`src/timer_event_pkg.sv`:
```
// Constants shared by the timer event, status and compare block.
// Assumes a 32-bit APB slave with byte addresses and one word per register.
package timer_event_pkg;
    // Register byte offsets
    localparam logic [7:0] OFS_UPPER_CAPTURE = 8'h00;
    localparam logic [7:0] OFS_INT_CTRL_STAT = 8'h04;
    localparam logic [7:0] OFS_CMP_CTRL = 8'h08;
    localparam logic [7:0] OFS_CMP_STATUS = 8'h0C;
    localparam logic [7:0] OFS_CMP_MASK = 8'h10;
    localparam logic [7:0] OFS_CMP_BASE = 8'h20;
    localparam logic [7:0] OFS_CMP_LAST = 8'h3C;
    // Interrupt control and status field positions
    localparam int BIT_LOWER_PERIOD_EN = 0;
    localparam int BIT_LOWER_PERIOD_FLAG = 1;
    localparam int BIT_LOWER_EVENT_EN = 2;
    localparam int BIT_LOWER_EVENT_FLAG = 3;
    localparam int BIT_UPPER_PERIOD_EN = 16;
    localparam int BIT_UPPER_PERIOD_FLAG = 17;
    localparam int BIT_UPPER_EVENT_EN = 18;
    localparam int BIT_UPPER_EVENT_FLAG = 19;
    localparam logic [31:0] ICS_RSV_MASK = 32'hFFF0_FFF0;
    // Compare control field position
    localparam int BIT_CMP_FEATURE_EN = 0;
    // Reset value and compare channel count
    localparam logic [31:0] RST_WORD = 32'h0000_0000;
    localparam int NUM_CMP = 8;
endpackage : timer_event_pkg

```
`src/timer_event_status_compare.sv`:
```
// Event status, interrupt enables, upper capture and eight compare channels of a timer.
// Assumes counters, period and capture logic outside give synchronous one-cycle pulses.
`timescale 1ns/1ns
module timer_event_status_compare (
    input wire logic pclk, // Clock, 10 MHz
    input wire logic presetn, // Async reset, active low
    input wire logic psel, // APB select
    input wire logic penable, // APB enable
    input wire logic pwrite, // APB direction
    input wire logic [7:0] paddr, // APB byte address
    input wire logic [31:0] pwdata, // APB write data
    output logic [31:0] prdata, // APB read data
    output logic pready, // APB ready
    output logic pslverr, // APB error on unmapped address
    input wire logic [31:0] lower_counter_half, // Lower counter value
    input wire logic unchained_mode, // Timer in 32-bit unchained mode
    input wire logic lower_timer_enable, // Lower half counting
    input wire logic upper_timer_enable, // Upper half counting
    input wire logic lower_period_match, // Lower counter equals period
    input wire logic upper_period_match, // Upper counter equals period
    input wire logic lower_capture_event, // Lower capture-mode event
    input wire logic upper_capture_event, // Upper capture-mode event
    input wire logic upper_capture_strobe, // Load upper capture word
    input wire logic [31:0] upper_capture_data, // Upper counter to capture
    output logic lower_irq, // Lower half interrupt
    output logic upper_irq, // Upper half interrupt
    output logic compare_irq, // Any unmasked compare flag
    output logic [timer_event_pkg::NUM_CMP-1:0] compare_dma_event, // Per-channel DMA pulse
    output logic irq // Combined interrupt
);
    import timer_event_pkg::*;

    logic [31:0] upper_capture_value;
    logic [31:0] compare_value [NUM_CMP];
    logic [NUM_CMP-1:0] cmp_mask;
    logic compare_feature_enable;
    logic lower_period_irq_enable;
    logic lower_event_irq_enable;
    logic upper_period_irq_enable;
    logic upper_event_irq_enable;
    logic [3:0] ics_flags;
    logic [3:0] ics_set;
    logic [3:0] ics_clr;
    logic [NUM_CMP-1:0] cmp_flags;
    logic [NUM_CMP-1:0] cmp_hit;
    logic [NUM_CMP-1:0] cmp_clr;
    logic lower_period_flag;
    logic lower_event_flag;
    logic upper_period_flag;
    logic upper_event_flag;
    logic cmp_active;
    logic access;
    logic wr_en;
    logic rd_hit;
    logic cmp_sel;
    logic [2:0] cmp_idx;
    logic [31:0] rd_word;
    logic [31:0] ics_word;

    // Flag order in the bank: lower period, lower event, upper period, upper event
    assign lower_period_flag = ics_flags[0];
    assign lower_event_flag = ics_flags[1];
    assign upper_period_flag = ics_flags[2];
    assign upper_event_flag = ics_flags[3];

    // APB decode; one wait state before each answer
    assign access = psel && penable && !pready;
    assign wr_en = psel && penable && pready && pwrite && !pslverr;
    assign cmp_sel = (paddr >= OFS_CMP_BASE) && (paddr <= OFS_CMP_LAST) && (paddr[1:0] == 2'b00);
    assign cmp_idx = paddr[4:2];
    assign cmp_active = compare_feature_enable && unchained_mode;

    // Read image of the control and status word; reserved bits stay zero
    always_comb begin
        ics_word = RST_WORD;
        ics_word[BIT_LOWER_PERIOD_EN] = lower_period_irq_enable;
        ics_word[BIT_LOWER_PERIOD_FLAG] = lower_period_flag;
        ics_word[BIT_LOWER_EVENT_EN] = lower_event_irq_enable;
        ics_word[BIT_LOWER_EVENT_FLAG] = lower_event_flag;
        ics_word[BIT_UPPER_PERIOD_EN] = upper_period_irq_enable;
        ics_word[BIT_UPPER_PERIOD_FLAG] = upper_period_flag;
        ics_word[BIT_UPPER_EVENT_EN] = upper_event_irq_enable;
        ics_word[BIT_UPPER_EVENT_FLAG] = upper_event_flag;
    end

    // Read mux and address check
    always_comb begin
        rd_word = RST_WORD;
        rd_hit = 1'b1;
        if (cmp_sel) begin
            rd_word = compare_value[cmp_idx];
        end else begin
            unique case (paddr)
                OFS_UPPER_CAPTURE: rd_word = upper_capture_value;
                OFS_INT_CTRL_STAT: rd_word = ics_word;
                OFS_CMP_CTRL: rd_word[BIT_CMP_FEATURE_EN] = compare_feature_enable;
                OFS_CMP_STATUS: rd_word[NUM_CMP-1:0] = cmp_flags;
                OFS_CMP_MASK: rd_word[NUM_CMP-1:0] = cmp_mask;
                default: rd_hit = 1'b0;
            endcase
        end
    end

    // Bus answer registers
    always_ff @(posedge pclk or negedge presetn) begin
        if (!presetn) begin
            pready <= 1'b0;
            prdata <= RST_WORD;
            pslverr <= 1'b0;
        end else begin
            pready <= access;
            pslverr <= access && !rd_hit;
            if (access && !pwrite) begin
                prdata <= rd_word;
            end
        end
    end

    // Upper capture word; a hardware capture beats a software write
    always_ff @(posedge pclk or negedge presetn) begin
        if (!presetn) begin
            upper_capture_value <= RST_WORD;
        end else if (upper_capture_strobe) begin
            upper_capture_value <= upper_capture_data;
        end else if (wr_en && paddr == OFS_UPPER_CAPTURE) begin
            upper_capture_value <= pwdata;
        end
    end

    // Interrupt enable bits
    always_ff @(posedge pclk or negedge presetn) begin
        if (!presetn) begin
            lower_period_irq_enable <= 1'b0;
            lower_event_irq_enable <= 1'b0;
            upper_period_irq_enable <= 1'b0;
            upper_event_irq_enable <= 1'b0;
        end else if (wr_en && paddr == OFS_INT_CTRL_STAT) begin
            lower_period_irq_enable <= pwdata[BIT_LOWER_PERIOD_EN];
            lower_event_irq_enable <= pwdata[BIT_LOWER_EVENT_EN];
            upper_period_irq_enable <= pwdata[BIT_UPPER_PERIOD_EN];
            upper_event_irq_enable <= pwdata[BIT_UPPER_EVENT_EN];
        end
    end

    // Hardware sets and write-one clears of the half flags
    always_comb begin
        ics_set[0] = lower_period_match && lower_timer_enable;
        ics_set[1] = lower_capture_event;
        ics_set[2] = upper_period_match && upper_timer_enable;
        ics_set[3] = upper_capture_event;
        ics_clr = 4'h0;
        if (wr_en && paddr == OFS_INT_CTRL_STAT) begin
            ics_clr[0] = pwdata[BIT_LOWER_PERIOD_FLAG];
            ics_clr[1] = pwdata[BIT_LOWER_EVENT_FLAG];
            ics_clr[2] = pwdata[BIT_UPPER_PERIOD_FLAG];
            ics_clr[3] = pwdata[BIT_UPPER_EVENT_FLAG];
        end
    end

    event_flag_bank #(.W(4)) u_half_flags (
        .pclk(pclk),
        .presetn(presetn),
        .set(ics_set),
        .clr(ics_clr),
        .q(ics_flags)
    );

    // Compare control, mask and compare values
    always_ff @(posedge pclk or negedge presetn) begin
        if (!presetn) begin
            compare_feature_enable <= 1'b0;
            cmp_mask <= '0;
        end else if (wr_en) begin
            if (paddr == OFS_CMP_CTRL) begin
                compare_feature_enable <= pwdata[BIT_CMP_FEATURE_EN];
            end
            if (paddr == OFS_CMP_MASK) begin
                cmp_mask <= pwdata[NUM_CMP-1:0];
            end
        end
    end

    always_ff @(posedge pclk or negedge presetn) begin
        if (!presetn) begin
            for (int i = 0; i < NUM_CMP; i++) begin
                compare_value[i] <= RST_WORD;
            end
        end else if (wr_en && cmp_sel) begin
            compare_value[cmp_idx] <= pwdata;
        end
    end

    // Eight channels only watch the counter; nothing is fed back to it
    for (genvar g = 0; g < NUM_CMP; g++) begin : g_cmp
        compare_channel u_ch (
            .pclk(pclk),
            .presetn(presetn),
            .active(cmp_active),
            .count(lower_counter_half),
            .value(compare_value[g]),
            .hit(cmp_hit[g])
        );
    end

    assign cmp_clr = (wr_en && paddr == OFS_CMP_STATUS) ? pwdata[NUM_CMP-1:0] : '0;

    event_flag_bank #(.W(NUM_CMP)) u_cmp_flags (
        .pclk(pclk),
        .presetn(presetn),
        .set(cmp_hit),
        .clr(cmp_clr),
        .q(cmp_flags)
    );

    // Registered interrupt and DMA outputs
    always_ff @(posedge pclk or negedge presetn) begin
        if (!presetn) begin
            lower_irq <= 1'b0;
            upper_irq <= 1'b0;
            compare_irq <= 1'b0;
            compare_dma_event <= '0;
            irq <= 1'b0;
        end else begin
            lower_irq <= (lower_period_flag && lower_period_irq_enable)
                || (lower_event_flag && lower_event_irq_enable);
            upper_irq <= (upper_period_flag && upper_period_irq_enable)
                || (upper_event_flag && upper_event_irq_enable);
            compare_irq <= |(cmp_flags & cmp_mask);
            compare_dma_event <= cmp_hit;
            irq <= (lower_period_flag && lower_period_irq_enable)
                || (lower_event_flag && lower_event_irq_enable)
                || (upper_period_flag && upper_period_irq_enable)
                || (upper_event_flag && upper_event_irq_enable)
                || (|(cmp_flags & cmp_mask));
        end
    end

    // Checks on the logic above
    a_capture_write: assert property (@(posedge pclk) disable iff (!presetn)
        wr_en && paddr == OFS_UPPER_CAPTURE && !upper_capture_strobe |=> upper_capture_value == $past(pwdata))
        else $error("upper capture write lost");

    a_upper_event_set: assert property (@(posedge pclk) disable iff (!presetn)
        upper_capture_event |=> upper_event_flag)
        else $error("upper event flag not set");

    a_lower_event_hold: assert property (@(posedge pclk) disable iff (!presetn)
        lower_event_flag && !ics_clr[1] |=> lower_event_flag)
        else $error("lower event flag dropped without clear");

    a_upper_period_set: assert property (@(posedge pclk) disable iff (!presetn)
        upper_period_match && upper_timer_enable |=> upper_period_flag)
        else $error("upper period flag not set");

    a_lower_period_gate: assert property (@(posedge pclk) disable iff (!presetn)
        !lower_period_flag && !(lower_period_match && lower_timer_enable) |=> !lower_period_flag)
        else $error("lower period flag set without cause");

    a_enable_write: assert property (@(posedge pclk) disable iff (!presetn)
        wr_en && paddr == OFS_INT_CTRL_STAT |=> upper_event_irq_enable == $past(pwdata[BIT_UPPER_EVENT_EN])
            && lower_period_irq_enable == $past(pwdata[BIT_LOWER_PERIOD_EN]))
        else $error("enable bits not written");

    a_reserved_read: assert property (@(posedge pclk) disable iff (!presetn)
        psel && penable && pready && !pwrite && paddr == OFS_INT_CTRL_STAT |-> (prdata & ICS_RSV_MASK) == 32'h0)
        else $error("reserved bits read nonzero");

    a_cmp_gated: assert property (@(posedge pclk) disable iff (!presetn)
        !cmp_active [*2] |=> compare_dma_event == '0)
        else $error("compare event while feature off");

    a_cmp_dma: assert property (@(posedge pclk) disable iff (!presetn)
        cmp_hit[0] |=> compare_dma_event[0] && cmp_flags[0])
        else $error("compare hit without DMA event or flag");

    a_lower_irq: assert property (@(posedge pclk) disable iff (!presetn)
        lower_irq |-> $past(lower_period_flag && lower_period_irq_enable)
            || $past(lower_event_flag && lower_event_irq_enable))
        else $error("lower interrupt without enabled flag");

    a_upper_irq: assert property (@(posedge pclk) disable iff (!presetn)
        upper_irq |-> $past(upper_period_flag && upper_period_irq_enable)
            || $past(upper_event_flag && upper_event_irq_enable))
        else $error("upper interrupt without enabled flag");

    a_upper_event_clear: assert property (@(posedge pclk) disable iff (!presetn)
        wr_en && paddr == OFS_INT_CTRL_STAT && pwdata[BIT_UPPER_EVENT_FLAG] && !upper_capture_event |=> !upper_event_flag)
        else $error("upper event flag not cleared by write one");

    a_lower_event_set: assert property (@(posedge pclk) disable iff (!presetn)
        lower_capture_event |=> lower_event_flag)
        else $error("lower event flag not set");

    a_upper_period_gate: assert property (@(posedge pclk) disable iff (!presetn)
        !upper_period_flag && !(upper_period_match && upper_timer_enable) |=> !upper_period_flag)
        else $error("upper period flag set without cause");

    a_lower_period_set: assert property (@(posedge pclk) disable iff (!presetn)
        lower_period_match && lower_timer_enable |=> lower_period_flag)
        else $error("lower period flag not set");

    a_lower_event_en: assert property (@(posedge pclk) disable iff (!presetn)
        wr_en && paddr == OFS_INT_CTRL_STAT |=> lower_event_irq_enable == $past(pwdata[BIT_LOWER_EVENT_EN]))
        else $error("lower event enable not written");

    a_upper_period_en: assert property (@(posedge pclk) disable iff (!presetn)
        wr_en && paddr == OFS_INT_CTRL_STAT |=> upper_period_irq_enable == $past(pwdata[BIT_UPPER_PERIOD_EN]))
        else $error("upper period enable not written");

    a_lower_period_en: assert property (@(posedge pclk) disable iff (!presetn)
        wr_en && paddr == OFS_INT_CTRL_STAT |=> lower_period_irq_enable == $past(pwdata[BIT_LOWER_PERIOD_EN]))
        else $error("lower period enable not written");

    a_cmp_one_pulse: assert property (@(posedge pclk) disable iff (!presetn)
        cmp_hit[0] |=> !cmp_hit[0])
        else $error("held compare match gave a second event");

    a_cmp_flag_clear: assert property (@(posedge pclk) disable iff (!presetn)
        cmp_clr[0] && !cmp_hit[0] |=> !cmp_flags[0])
        else $error("compare flag not cleared by write one");

    // Cover points for the main scenarios
    c_cmp_match: cover property (@(posedge pclk) disable iff (!presetn) cmp_active && cmp_hit != '0);
    c_period_irq: cover property (@(posedge pclk) disable iff (!presetn) upper_irq && lower_irq);
    c_set_clear: cover property (@(posedge pclk) disable iff (!presetn) ics_set[0] && ics_clr[0]);
    c_capture_load: cover property (@(posedge pclk) disable iff (!presetn) upper_capture_strobe);
    c_cmp_irq: cover property (@(posedge pclk) disable iff (!presetn) compare_irq && irq);
endmodule : timer_event_status_compare

```
`src/event_flag_bank.sv`:
```
// Bank of sticky flags, set by hardware and cleared by writing ones.
// Assumes set and clear are single-cycle qualified pulses from the clock domain.
`timescale 1ns/1ns
module event_flag_bank #(
    parameter int W = 4
) (
    input wire logic pclk, // Clock
    input wire logic presetn, // Async reset, active low
    input wire logic [W-1:0] set, // Hardware set pulses
    input wire logic [W-1:0] clr, // Software clear pulses
    output logic [W-1:0] q // Flag state
);
    // A set arriving with a clear wins
    always_ff @(posedge pclk or negedge presetn) begin
        if (!presetn) begin
            q <= '0;
        end else begin
            q <= (q & ~clr) | set;
        end
    end
endmodule : event_flag_bank

```
`src/compare_channel.sv`:
```
// One compare channel: pulses one cycle after the counter first equals the compare value.
// Assumes the counter is synchronous to pclk; the channel only observes it.
`timescale 1ns/1ns
module compare_channel (
    input wire logic pclk, // Clock
    input wire logic presetn, // Async reset, active low
    input wire logic active, // Compare feature in force
    input wire logic [31:0] count, // Lower counter half
    input wire logic [31:0] value, // Compare value
    output logic hit // One-cycle match pulse
);
    logic matched;

    // Edge of the match so a stalled counter gives one event
    always_ff @(posedge pclk or negedge presetn) begin
        if (!presetn) begin
            matched <= 1'b0;
            hit <= 1'b0;
        end else begin
            matched <= active && (count == value);
            hit <= active && (count == value) && !matched;
        end
    end
endmodule : compare_channel

```
`config.mk`:
```
export PLATFORM = sky130hd
export DESIGN_NAME = timer_event_status_compare
export DESIGN_NICKNAME = d
export VERILOG_FILES = /design/src/timer_event_pkg.sv /design/src/timer_event_status_compare.sv /design/src/event_flag_bank.sv /design/src/compare_channel.sv
export SDC_FILE = /design/constraint.sdc
export NUM_CORES = 1
export LEC_CHECK = 0
export BUFFER_PORTS_ARGS = -buffer_cell sky130_fd_sc_hd__buf_4
export CORE_ASPECT_RATIO = 0.75
export CORE_MARGIN = 3
export CORE_UTILIZATION = 55
export DETAILED_ROUTE_END_ITERATION = 12
export PLACE_DENSITY = 0.7
export RECOVER_POWER = 25
export SLEW_MARGIN = 20
export SYNTH_ARGS = -nofsm -noshare
export SYNTH_HDL_FRONTEND = slang
export SYNTH_SLANG_ARGS = --single-unit
```
`constraint.sdc`:
```
create_clock -name pclk -period 6.35 [get_ports pclk]
set_input_delay 0.3175 -clock pclk [delete_from_list [all_inputs] [get_ports pclk]]
set_output_delay 0.3175 -clock pclk [all_outputs]
set_load 0.05 [all_outputs]
```
==> results.ini <==
[status]
status = finished, violations left
violations_in_the_final_reports = max-capacitance violations, max-slew violations

[yosys]
yosys-top-cells-area = dfrtp_1 48%, mux2_2 14%, xor2_1 11%
syn-num-nets = 1624
post-synth-top-area-fraction_pct = 48.3
synth_cell_types = 43
synth_compound_gate_area_share_pct = 4.46
largest_family_of_logic_cells_by_synthesized_area = multiplexers
yosys.area_share.simple_pct = 5.88
avgSynthCellArea_sq_um = 12.9
synth_warnings = 0
synth.area.mux_share_pct = 27.2
synthAdderAreaFrac_pct = 0
ys_ff_latch = 375
synth-seq-area-share_pct = 48.3
postSynthCellCount = 1507
synthesized_cell_area_sq_mm = 0.0194
xor_xnor_cell_area_share_of_the_yosys_netlist_pct = 11.4
cell_taking_the_most_area_after_synthesis = dfrtp_1

[drt]
avgRoutedWirePerCell_um = 29.8
detailroute.via_count = 13600
finalWirelength_mm = 63.2
vias_per_cell = 6.42
maxUsedRoutingLayer = met5
met1_length_mm = 27.0
remaining_drc_errors = 0
detailedRoute.firstIterationViolations = 1403
drt-pass1-iter-count = 5
routed-wl-met3_mm = 6.85
ant_nets = 0
routed-wl-met2_mm = 27.6

[power]
sequentialPowerShare_pct = 47.1
combPwrFrac_pct = 9.0
power.ir.vdd_worst_v = 0.000249
power_report.internal_total_mw = 3.88
pwr_density_cell_mw_per_mm2 = 232
total_leakage_power_nw = 11.0
netSwitchingFraction_pct = 25.0
clockPowerShare_pct = 43.8
net-switching-power_mw = 1.29

[sta]
final-setup-viol-count = 0
fin_worst_hold_slack_ns = 0.00440
final-hold-violation-count = 0
worst_margin_pin_slew_ns = 3.57
final.min_clock_period_ns = 3.99
maximum_clock_frequency_mhz = 251
rsz0062_at_grt = false
setup_tns_ns = 0
finalMaxSlewViolations = 82
portion_of_the_clock_cycle_consumed_by_the_worst_path_in_the_final_layout_pct = 62.8
timing.slew.headroom_pct = -138
clock-skew-final_ns = 0.0149

[min_path]
holdPathStages = 3
min_from = upper_capture_data[26]
hold_path_end = upper_capture_value[26]
hold_path_class = in2reg

[layout]
multiInputGateArea_sq_mm = 0.00958
mostFrequentLayoutCell = dfrtp_1
number_of_inserted_filler_cells_in_the_final_layout = 2637
final_nets = 1761
diodes = 0
most_used_cells_in_the_layout_excluding_fill_and_tap_cells = 375 x dfrtp_1, 240 x xor2_1, 236 x mux2_2
area_growth_pct = 14.9
area.sequential_sq_mm = 0.00938
final_util_pct = 65.2
final_layout_size_suffix_gt1_share_pct = 31.9

[setup_path]
critPathBufInv = 3
critPathTopFamily = buffers and inverters
critical_path_required_ns = 6.88
list_of_cells_traversed_by_the_critical_path = dlygate4sd3_1, clkbuf_1, buf_4
r2r-end = compare_value[64]
critical_path.reg2reg.startpoint = pready
crit_path_max_incr_delay_ns = 2.50
worst_setup_path_class = in2async
timing.reg2reg.setup_slack_ns = 3.10
data_arrival_time_of_the_worst_path_ns = 4.51
critPathMaxFanout = 78
rr_worst_depth = 4
number_of_cells_on_the_critical_path = 3
critical_path.startpoint_type = primary input
endpoint_kind = async pin
crit_path_slowest_cell = clkbuf_1

[place]
place.detailed.hpwl_mm = 44.4
place.port_buffers = 162
place_congestion = 1.01

[floorplanning]
effective_utilization_at_floorplan_pct = 56.8
die_height_um = 169
floorplan.die_area_sq_mm = 0.0376
floorplan.io_pins = 163
rows = 58
floorplan.die.width_um = 223
core_sq_mm = 0.0342

[clocking]
clkSlewWorstSetupHoldPaths_ns = 0.06
cts_repair_resize_count = 0
cts.hold.buffers_added = 32
max-clock-path-buffers = 3
clkSinkCount = 375
tritoncts.num_buffers = 39
cts.repair_timing.setup_buffer_count = 0
cts_tree = yes
worst_skew_pair.late_latency_ns = 0.55
clk_root_buffer_cell = clkbuf_16
cts.htree.levels = 2

[grt]
grt_start_max_net_pins = 166
first_pass_grt_wire_length_mm = 92.6
aggregate_global_routing_overflow = 0
initial_antenna_violation_count = 3
grt_usage_pct = 33.5
first_global_vias = 13700

[job]
maxCapViolCount = 2

[cell usage after synthesis (all sizes together)]
master,instances
nor4b,1
mux2,274
o21ai,66
nand4,18
or4,3
or3,2
nor3,20
xor2,240
nor2,11
a22o,4
nor4bb,1
inv,7
clkbuf,70
nor4,69
mux2i,76
a21oi,9
buf,46
dfrtp,375
and3,2
a41oi,1
a22oi,29
a31oi,2
nand2,58
a21o,14
nand3,19
nor2b,1
nand4bb,1
or2,2
xnor2,13
a2111oi,2
a32o,5
and2,1
o32ai,4
mux4,59
o311ai,1
or3b,1
[how the worst max path moves through the flow]
stage / start / slack (ns) / to
2_1_floorplan: pready / 3.76 / compare_value[10]
3_3_place_gp: paddr[7] / 2.83 / compare_value[52]
3_5_place_dp: paddr[7] / 2.81 / compare_value[139]
4_1_cts: pready / 3.11 / compare_value[136]
5_1_grt: presetn / 1.77 / compare_value[156]
6_report: presetn / 2.36 / compare_value[252]
[logic make-up (layout without fill, tap and decap cells)]
| family | after synthesis | after routing |
|---|---|---|
| and+or+nand+nor | 210 | 210 |
| muxes | 409 | 409 |
| buffers and inverters | 123 | 286 |
| AOI/OAI and AO/OA | 137 | 137 |
| xor gates and xnor gates | 253 | 253 |
| DFF | 375 | 375 |
[layer usage]
layer | vias up | track usage, %
met3 | 108 | 12.2
met2 | 654 | 49.1
met5 | - | 0
met1 | 7106 | 47.5
li1 | 5736 | -
met4 | 6 | 8.76
[final cells by class]
class	instances	area share (%)
multi-input cells	1009	43.0
flip-flops and latches	375	42.1
repair buffers	212	6.73
clock buffers	62	5.45
well taps	450	2.52
clock inverters	5	0.129
inverters	7	0.118
[tightest hold or removal path, stage by stage]
cell     delay, ns
buf_4         0.07
nand2_1       0.04
o21ai_0       0.08
[power groups by stage]
| stage | clock (mW) | sequential [mW] | combinational, mW |
|---|---|---|---|
| after floorplan | 0 | 2.49 | 0.198 |
| after global placement | 0 | 2.48 | 0.442 |
| after detailed placement | 0 | 2.48 | 0.444 |
| after CTS | 2.29 | 2.43 | 0.462 |
| after global routing | 2.38 | 2.44 | 0.494 |
| final | 2.27 | 2.44 | 0.467 |
[sequential cells by signal (all words and copies together) (netlist names), 4 cells and up]
register             cells
compare_value          256
upper_capture_value     32
u_half_flags.q           4
prdata                  32
cmp_mask                 8
g_cmp.u_ch.hit           8
u_cmp_flags.q            8
g_cmp.u_ch.matched       8
compare_dma_event        8
[stage by stage]
stage | worst slack [ns] | std cells | instance area, sq um | total power, mW
2_1_floorplan | 3.76 | 1507 | 19400 | 2.68
3_3_place_gp | 2.83 | 2021 | 20900 | 2.92
3_5_place_dp | 2.81 | 2021 | 20900 | 2.92
4_1_cts | 3.11 | 2120 | 22500 | 5.19
5_1_grt | 1.77 | 2120 | 22300 | 5.31
6_report | 2.36 | 2120 | 22300 | 5.17
Note: power is estimated with default switching activity, not from simulation.
